**src/rtl/fsto_pkg.sv**
```systemverilog
// package: register map, field positions, reset values for the fifo status bank
package fsto_pkg;
  // ----------------------------------------------------------------
  // register offsets
  // ----------------------------------------------------------------
  localparam logic [7:0] ADDR_FIFO_CTRL   = 8'h2E; // watermark level + mode
  localparam logic [7:0] ADDR_FIFO_STATUS = 8'h2F; // read only status
  localparam logic [7:0] ADDR_LIMIT_LOW   = 8'h30; // pressure limit [7:0]
  localparam logic [7:0] ADDR_LIMIT_HIGH  = 8'h31; // pressure limit [15:8]
  localparam logic [7:0] ADDR_TRIM_LOW    = 8'h39; // pressure trim [7:0]
  localparam logic [7:0] ADDR_TRIM_HIGH   = 8'h3A; // pressure trim [15:8]

  // ----------------------------------------------------------------
  // field positions
  // ----------------------------------------------------------------
  localparam int WMARK_BIT   = 7; // watermark reached flag
  localparam int OVWR_BIT    = 6; // overwrite flag
  localparam int EMPTY_BIT   = 5; // fifo empty flag
  localparam int LEVEL_MSB   = 4; // fill level top bit
  localparam int MODE_LSB    = 5; // fifo mode field low bit in control
  localparam int LIMIT_FRAC  = 4; // limit in hpa is value / 16 (shift)

  // ----------------------------------------------------------------
  // sizes and reset values
  // ----------------------------------------------------------------
  localparam int          FIFO_DEPTH  = 32;       // maximum stored samples
  localparam logic [5:0]  DEPTH_COUNT = 6'h20;    // depth at count width
  localparam logic [7:0]  CTRL_RST    = 8'h00;    // control reset value
  localparam logic [15:0] LIMIT_RST   = 16'h0000; // limit reset value
  localparam logic [15:0] TRIM_RST    = 16'h0000; // trim reset value
  localparam logic [7:0]  READ_ZERO   = 8'h00;    // unmapped read value
endpackage

```
**src/rtl/fsto_regs.sv**
```systemverilog
// register bank: fifo status, pressure limit and pressure trim
`timescale 1ns/1ps
module fsto_regs (
  input  wire logic        sys_clk,                // system clock 40 mhz
  input  wire logic        reset,                  // async reset, high
  input  wire logic [7:0]  reg_addr,               // register offset
  input  wire logic        reg_wr,                 // write strobe pulse
  input  wire logic [7:0]  reg_wdata,              // write data
  input  wire logic        reg_rd,                 // read strobe pulse
  output logic [7:0]       reg_rdata,              // read data, next cycle
  input  wire logic        sample_push,            // new sample stored
  input  wire logic        sample_pop,             // sample read out
  input  wire logic        press_valid,            // new pressure pulse
  input  wire logic [15:0] press_diff,             // signed differential
  input  wire logic        high_event_enable,      // high event enable
  input  wire logic        low_event_enable,       // low event enable
  output logic             high_event,             // above limit, held
  output logic             low_event,              // below limit, held
  output logic             press_event_req,        // either event
  output logic [15:0]      pressure_limit,         // limit register
  output logic [15:0]      pressure_trim,          // trim register
  output logic [2:0]       fifo_mode,              // control mode field
  output logic [4:0]       watermark_level,        // control level field
  output logic             watermark_reached_flag, // count >= level
  output logic             overwrite_flag,         // overwrite status
  output logic             fifo_empty,             // no samples
  output logic [4:0]       fill_level              // stored data level
);
  // ----------------------------------------------------------------
  // state
  // ----------------------------------------------------------------
  typedef struct packed {
    logic [7:0]  ctrl_q;  // fifo control byte
    logic [15:0] limit_q; // pressure limit
    logic [15:0] trim_q;  // pressure trim, two's complement
    logic [7:0]  rdata_q; // read data
    logic        high_q;  // high event request
    logic        low_q;   // low event request
  } fsto_regs_t;

  fsto_regs_t s_q; // registered state
  fsto_regs_t s_d; // next state

  logic [5:0] stored_count; // samples held
  logic [7:0] status_byte;  // assembled status

  // ----------------------------------------------------------------
  // helpers
  // ----------------------------------------------------------------
  // pick one byte of a 16 bit register
  function automatic logic [7:0] byte_of(input logic [15:0] v,
                                         input logic        hi);
    byte_of = hi ? v[15:8] : v[7:0];
  endfunction

  // replace one byte of a 16 bit register
  function automatic logic [15:0] put_byte(input logic [15:0] v,
                                           input logic        hi,
                                           input logic [7:0]  b);
    put_byte = hi ? {b, v[7:0]} : {v[15:8], b};
  endfunction

  // ----------------------------------------------------------------
  // fill tracking
  // ----------------------------------------------------------------
  fsto_fill_track u_track (
    .sys_clk        (sys_clk),
    .reset          (reset),
    .sample_push    (sample_push),
    .sample_pop     (sample_pop),
    .stored_count   (stored_count),
    .overwrite_flag (overwrite_flag)
  );

  // status fields from the live count
  always_comb begin
    fifo_empty             = (stored_count == 6'h00);
    // level is count minus one; empty also shows zero
    fill_level             = fifo_empty ? 5'h00
                             : 5'(stored_count - 6'h01);
    watermark_reached_flag = (stored_count >=
                              {1'b0, watermark_level});
    status_byte = {watermark_reached_flag, overwrite_flag,
                   fifo_empty, fill_level};
  end

  // ----------------------------------------------------------------
  // register access and event compare
  // ----------------------------------------------------------------
  logic signed [16:0] diff_ext;  // differential, sign extended
  logic signed [16:0] limit_pos; // +limit
  logic signed [16:0] limit_neg; // -limit
  assign diff_ext  = {press_diff[15], press_diff};
  assign limit_pos = {1'b0, s_q.limit_q};
  assign limit_neg = 17'(-limit_pos);

  always_comb begin
    s_d = s_q;
    // writes; status byte has no write path
    if (reg_wr) begin
      if (reg_addr == fsto_pkg::ADDR_FIFO_CTRL) begin
        s_d.ctrl_q = reg_wdata;
      end else if (reg_addr == fsto_pkg::ADDR_LIMIT_LOW) begin
        s_d.limit_q = put_byte(s_q.limit_q, 1'b0, reg_wdata);
      end else if (reg_addr == fsto_pkg::ADDR_LIMIT_HIGH) begin
        s_d.limit_q = put_byte(s_q.limit_q, 1'b1, reg_wdata);
      end else if (reg_addr == fsto_pkg::ADDR_TRIM_LOW) begin
        s_d.trim_q = put_byte(s_q.trim_q, 1'b0, reg_wdata);
      end else if (reg_addr == fsto_pkg::ADDR_TRIM_HIGH) begin
        s_d.trim_q = put_byte(s_q.trim_q, 1'b1, reg_wdata);
      end
    end
    // reads, data registered for the next cycle
    if (reg_rd) begin
      if (reg_addr == fsto_pkg::ADDR_FIFO_CTRL) begin
        s_d.rdata_q = s_q.ctrl_q;
      end else if (reg_addr == fsto_pkg::ADDR_FIFO_STATUS) begin
        s_d.rdata_q = status_byte;
      end else if (reg_addr == fsto_pkg::ADDR_LIMIT_LOW) begin
        s_d.rdata_q = byte_of(s_q.limit_q, 1'b0);
      end else if (reg_addr == fsto_pkg::ADDR_LIMIT_HIGH) begin
        s_d.rdata_q = byte_of(s_q.limit_q, 1'b1);
      end else if (reg_addr == fsto_pkg::ADDR_TRIM_LOW) begin
        s_d.rdata_q = byte_of(s_q.trim_q, 1'b0);
      end else if (reg_addr == fsto_pkg::ADDR_TRIM_HIGH) begin
        s_d.rdata_q = byte_of(s_q.trim_q, 1'b1);
      end else begin
        s_d.rdata_q = fsto_pkg::READ_ZERO; // unmapped offset
      end
    end
    // limit compared in raw units, value/16 hpa on both sides
    if (press_valid) begin
      s_d.high_q = high_event_enable && (diff_ext > limit_pos);
      s_d.low_q  = low_event_enable && (diff_ext < limit_neg);
    end
  end

  // state register
  always_ff @(posedge sys_clk or posedge reset) begin
    if (reset) begin
      s_q.ctrl_q  <= fsto_pkg::CTRL_RST;
      s_q.limit_q <= fsto_pkg::LIMIT_RST;
      s_q.trim_q  <= fsto_pkg::TRIM_RST;
      s_q.rdata_q <= fsto_pkg::READ_ZERO;
      s_q.high_q  <= 1'b0;
      s_q.low_q   <= 1'b0;
    end else begin
      s_q <= s_d;
    end
  end

  // outputs straight from registers, except press_event_req, the or of high_q and low_q
  assign reg_rdata       = s_q.rdata_q;
  assign pressure_limit  = s_q.limit_q;
  assign pressure_trim   = s_q.trim_q;
  assign fifo_mode       = s_q.ctrl_q[7:fsto_pkg::MODE_LSB];
  assign watermark_level = s_q.ctrl_q[fsto_pkg::LEVEL_MSB:0];
  assign high_event      = s_q.high_q;
  assign low_event       = s_q.low_q;
  assign press_event_req = s_q.high_q || s_q.low_q;

  // ----------------------------------------------------------------
  // checks
  // ----------------------------------------------------------------
  watermark_flag_a: assert property (
    @(posedge sys_clk) disable iff (reset)
    watermark_reached_flag == (watermark_level == 5'd0
      || (!fifo_empty && fill_level >= 5'(watermark_level - 5'd1))))
    else $error("watermark flag disagrees with count");

  empty_flag_a: assert property (
    @(posedge sys_clk) disable iff (reset)
    fifo_empty |-> fill_level == 5'd0 && !watermark_reached_flag
                   || watermark_level == 5'd0)
    else $error("empty fifo shows stored data");

  full_level_a: assert property (
    @(posedge sys_clk) disable iff (reset)
    (stored_count == 6'd32) |-> fill_level == 5'h1F && !fifo_empty)
    else $error("full fifo does not show level 11111");

  status_read_a: assert property (
    @(posedge sys_clk) disable iff (reset)
    (reg_rd && reg_addr == fsto_pkg::ADDR_FIFO_STATUS
     && !sample_push && !sample_pop)
      |=> reg_rdata[4:0] == fill_level && reg_rdata[5] == fifo_empty)
    else $error("status read returned wrong level");

  limit_high_write_a: assert property (
    @(posedge sys_clk) disable iff (reset)
    (reg_wr && reg_addr == fsto_pkg::ADDR_LIMIT_HIGH)
      |=> pressure_limit[15:8] == $past(reg_wdata)
          && pressure_limit[7:0] == $past(pressure_limit[7:0]))
    else $error("limit high byte write misplaced");

  trim_write_a: assert property (
    @(posedge sys_clk) disable iff (reset)
    (reg_wr && reg_addr == fsto_pkg::ADDR_TRIM_LOW)
      |=> pressure_trim[7:0] == $past(reg_wdata)
          && pressure_trim[15:8] == $past(pressure_trim[15:8]))
    else $error("trim low byte write misplaced");

  status_write_ignored_a: assert property (
    @(posedge sys_clk) disable iff (reset)
    (reg_wr && reg_addr == fsto_pkg::ADDR_FIFO_STATUS)
      |=> $stable(pressure_limit) && $stable(pressure_trim)
          && $stable(watermark_level))
    else $error("status write changed a register");

  high_event_a: assert property (
    @(posedge sys_clk) disable iff (reset)
    (press_valid && high_event_enable
     && $signed({press_diff[15], press_diff})
        > $signed({1'b0, pressure_limit}))
      |=> high_event && press_event_req)
    else $error("high event not raised above limit");

  event_disabled_a: assert property (
    @(posedge sys_clk) disable iff (reset)
    (press_valid && !low_event_enable) |=> !low_event)
    else $error("low event raised while disabled");
endmodule

```
**src/rtl/fsto_fill_track.sv**
```systemverilog
// fill tracker: stored sample count and overwrite flag
`timescale 1ns/1ps
module fsto_fill_track (
  input  wire logic       sys_clk,       // system clock
  input  wire logic       reset,         // async reset, active high
  input  wire logic       sample_push,   // one new sample stored
  input  wire logic       sample_pop,    // one sample read out
  output logic [5:0]      stored_count,  // samples held, 0..32
  output logic            overwrite_flag // full and a sample was lost
);
  // ----------------------------------------------------------------
  // state
  // ----------------------------------------------------------------
  typedef struct packed {
    logic [5:0] count_q; // samples currently held
    logic       ovwr_q;  // overwrite seen since last read out
  } fsto_track_t;

  fsto_track_t s_q; // registered state
  fsto_track_t s_d; // next state

  logic full; // fifo holds maximum depth
  logic pop;  // read out with something to give
  assign full = (s_q.count_q == fsto_pkg::DEPTH_COUNT);
  assign pop  = sample_pop && (s_q.count_q != 6'h00);

  // next state: push, pop, overwrite when full
  always_comb begin
    s_d = s_q;
    if (sample_push && !pop && full) begin
      // newest sample replaces oldest, count stays at depth
      s_d.ovwr_q = 1'b1;
    end else if (sample_push && !pop) begin
      s_d.count_q = s_q.count_q + 6'h01;
    end else if (pop && !sample_push) begin
      s_d.count_q = s_q.count_q - 6'h01;
      s_d.ovwr_q  = 1'b0;
    end else if (pop) begin
      // push and pop together: count kept, space existed
      s_d.ovwr_q = 1'b0;
    end
  end

  // state register
  always_ff @(posedge sys_clk or posedge reset) begin
    if (reset) begin
      s_q <= '0;
    end else begin
      s_q <= s_d;
    end
  end

  assign stored_count   = s_q.count_q;
  assign overwrite_flag = s_q.ovwr_q;

  // ----------------------------------------------------------------
  // checks
  // ----------------------------------------------------------------
  overwrite_when_full_a: assert property (
    @(posedge sys_clk) disable iff (reset)
    overwrite_flag |-> stored_count == 6'd32)
    else $error("overwrite flag set while fifo not full");

  pop_decrements_a: assert property (
    @(posedge sys_clk) disable iff (reset)
    (sample_pop && !sample_push && stored_count != 6'd0)
      |=> stored_count == $past(stored_count) - 6'd1)
    else $error("fill level did not drop after a read out");

  push_full_sets_a: assert property (
    @(posedge sys_clk) disable iff (reset)
    (sample_push && !sample_pop && stored_count == 6'd32)
      |=> overwrite_flag && stored_count == 6'd32)
    else $error("overwrite on full fifo not flagged");
endmodule

```
**config.mk**
```make
export PLATFORM = sky130hd
export DESIGN_NAME = fsto_regs
export DESIGN_NICKNAME = d
export VERILOG_FILES = /design/src/rtl/fsto_pkg.sv /design/src/rtl/fsto_regs.sv /design/src/rtl/fsto_fill_track.sv
export SDC_FILE = /design/constraint.sdc
export NUM_CORES = 1
export LEC_CHECK = 0
export BUFFER_PORTS_ARGS = -buffer_cell sky130_fd_sc_hd__buf_4
export CORE_MARGIN = 2
export CORE_UTILIZATION = 55
export DETAILED_ROUTE_END_ITERATION = 10
export GPL_ROUTABILITY_DRIVEN = 0
export PLACE_DENSITY = 0.87
export SYNTH_ARGS = -nofsm -noshare
export SYNTH_HDL_FRONTEND = slang
export SYNTH_SLANG_ARGS = --single-unit
```
**constraint.sdc**
```tcl
create_clock -name sys_clk -period 5.1 [get_ports sys_clk]
set_clock_uncertainty 0.15 [all_clocks]
set_input_delay 0.255 -clock sys_clk [delete_from_list [all_inputs] [get_ports sys_clk]]
set_output_delay 0.255 -clock sys_clk [all_outputs]
set_load 0.005 [all_outputs]
```
==> reports/metrics.cfg <==
[power_and_ir_drop]
power_density_mw_per_mm2 = 317.8
combinationalPowerShare_pct = 38.1
swShare_pct = 36.30
pwr-share-seq_pct = 35.8
power_frac_clock_pct = 26.0
leakage_nw = 2.438
ir_drop_mv = 0.1833
switching_power_w = 0.0005870
p_int_w = 0.001030

[clock_tree]
cts_buffers = 9
cts_setup_buffers = 0
cts.path.max_buffers = 2
clk-insertion-delay-late_ps = 340
h-tree-depth = 3
path_clk_slew_ps = 70
tritoncts = yes
cts_sinks = 57
cts_root_buf = clkbuf_8

[sta]
rsz0062_at_grt = false
setup_violations = 0
slew_headroom_pct = 53.06
finalCriticalPeriod_ps = 3249
tightest_slew_ps = 704.0
max_freq_ghz = 0.3078
slew_viol_final = 0
finalHoldViolCount = 0
setup_tns_ps = 0
min_period_over_period_pct = 63.71

[detailed_routing]
drt_first_iter_violations = 300
wirelength_um = 11720
vias = 3821
drcViolationCount = 0
wire_per_inst_um = 18.67
antenna_left = 0
via_per_inst = 6.084
firstDrtPassIters = 5

[worst_setup_path]
cp.arrival_ps = 3350
worstSetupPathType = register to register
cp_max_fo = 6
rrSetupSlack_ps = 1850
end_kind = register
start_kind = register
cp.required_ps = 5200

[die]
core_area_mm2 = 0.007214
die-width_um = 90.22
io_pins = 100
std_cell_rows = 31
die_h_um = 90.22
start_util_pct = 56.68
die_area_mm2 = 0.008140

[final_layout]
multiInputGateArea_mm2 = 0.002435
final_area_mm2 = 0.005087
drive_gt1_share_pct = 31.57
fillers = 564
syn2layout_area_growth_pct = 24.42
postLayoutCoreUtil_pct = 70.52
final_cell_mix = buf_4, dfrtp_1, ha_1
regArea_mm2 = 0.001426
antenna_cells = 0
final_common_cell = buf_4
nNetsFinal = 607

[global_routing]
grt_max_degree = 58
antenna_found_initial = 0
grt_pass1_wl_um = 18610
grt_pass1_vias = 3735
grt_usage_pct = 28.56
grt-ovfl-total = 0

[synthesis]
ys_ff_latch = 57
synthTopCellsByArea = dfrtp_1, ha_1, mux2_2
syn-num-nets = 512
synth_cell_types = 57
yosys_warnings = 0
synthesis.area_mm2 = 0.004089
netlist_instances = 429
async_reset_ff_share_pct = 100.0
synth_top_area_share_pct = 34.88
synth_seq_area_share_pct = 34.88
synth.avg_cell_area_um2 = 9.531
synth_top_area_cell = dfrtp_1
ys.flop_type = dfrtp_1
synth_edf_count = 0

[outcome]
status = finished, final reports clean

[placed_design]
numPortBuffers = 99
hpwl_um = 8600
postPlaceCellArea_mm2 = 0.004882

[job]
maxCapViolCount = 0

[worst_hold_path]
hold_path.class = input port to register

-- final cells by class --
class / instances / share of cell area [%]
Sequential cell: 57 / 28.04
Inverter: 39 / 2.878
Clock inverter: 6 / 1.131
Tap cell: 99 / 2.435
Clock buffer: 10 / 2.705
Timing Repair Buffer: 101 / 14.95
Multi-Input combinational cell: 316 / 47.86
-- worst paths after layout --
| path | start | depth (start not counted) | endpoint |
|---|---|---|---|
| worst max-delay path | pressure_limit[4] | 11 | low_event |
| worst min-delay path | press_valid | 2 | low_event |
| worst max register to register | pressure_limit[4] | 11 | low_event |
| worst min register to register | pressure_limit[14] | 1 | pressure_limit[14] |
| max in group asynchronous | reset | 4 | pressure_limit[4] |
| min in group asynchronous | reset | 4 | pressure_limit[14] |
-- kinds of logic after synthesis --
group           Yosys count  share of synthesized area (%)
compound gates           99                          15.70
xor+xnor                 22                          4.712
fa+ha+maj                42                          12.85
buf+inv                  56                          5.569
flops                    57                          34.88
mux                      41                          11.26
simple gates            112                          15.02
-- metal layers --
metal	wire length [um]	GRT usage (%)	up-vias
li1	-	-	1757
met1	4818	37.11	1838
met2	5541	46.93	192
met3	966	5.029	34
met4	398	12.44	0
met5	0	0	-
-- flip-flops by register name, summed over array words and instances (netlist names) --
signal and cells:
fifo_mode 3, high_event 1, low_event 1, pressure_limit 16, pressure_trim 16, reg_rdata 8
u_track.overwrite_flag 1, u_track.stored_count 6, watermark_level 5
-- what timing repair did --
| item | in CTS | in global routing |
|---|---|---|
| hold buffers | 1 | 0 |
| resized for setup | 0 | 0 |
| endpoints found under the hold margin | 18 | 0 |
-- critical path: stages (launching register included) --
cell and delay [ps]:
dfrtp_1 460, nor4_1 350, nand2_1 190, or3_1 420, nor2_1 140, xnor2_1 130, ha_1 270, a21oi_1 170
o21ai_0 140, or4_1 530, a21o_1 170, o221ai_1 70
-- per-stage QoR --
step	power [W]	hold slack (ps)	instances	worst slack (ps)
after floorplan	0.0009659	236.7	429	2124
after global placement	0.001157	350.6	611	1995
after detailed placement	0.001186	348.0	611	1891
after CTS	0.001611	35.10	628	1883
after global routing	0.001716	57.26	628	1536
final	0.001617	38.98	628	1851
-- synth_stat cells (5+ instances only) --
master	instances
dfrtp_1	57
ha_1	42
inv_1	39
mux2_2	39
a21oi_1	28
nor2_1	23
nand2_1	20
o21ai_0	20
nand3_1	17
xnor2_1	17
nand4_1	10
o22ai_1	10
o21a_1	9
buf_2	8
clkbuf_1	7
nor3_1	7
nand2b_1	5
or3_1	5
xor2_1	5
-- power by group through the flow --
| stage | registers (W) | logic [W] | clock network, W |
|---|---|---|---|
| after global routing | 0.000586 | 0.000683 | 0.000446 |
| after floorplan | 0.000548 | 0.000417 | 0 |
| after detailed placement | 0.000583 | 0.000602 | 0 |
| after CTS | 0.000576 | 0.000613 | 0.000423 |
| after global placement | 0.000582 | 0.000575 | 0 |
| final | 0.000580 | 0.000616 | 0.000421 |
Note: power is estimated with default switching activity, not from simulation.
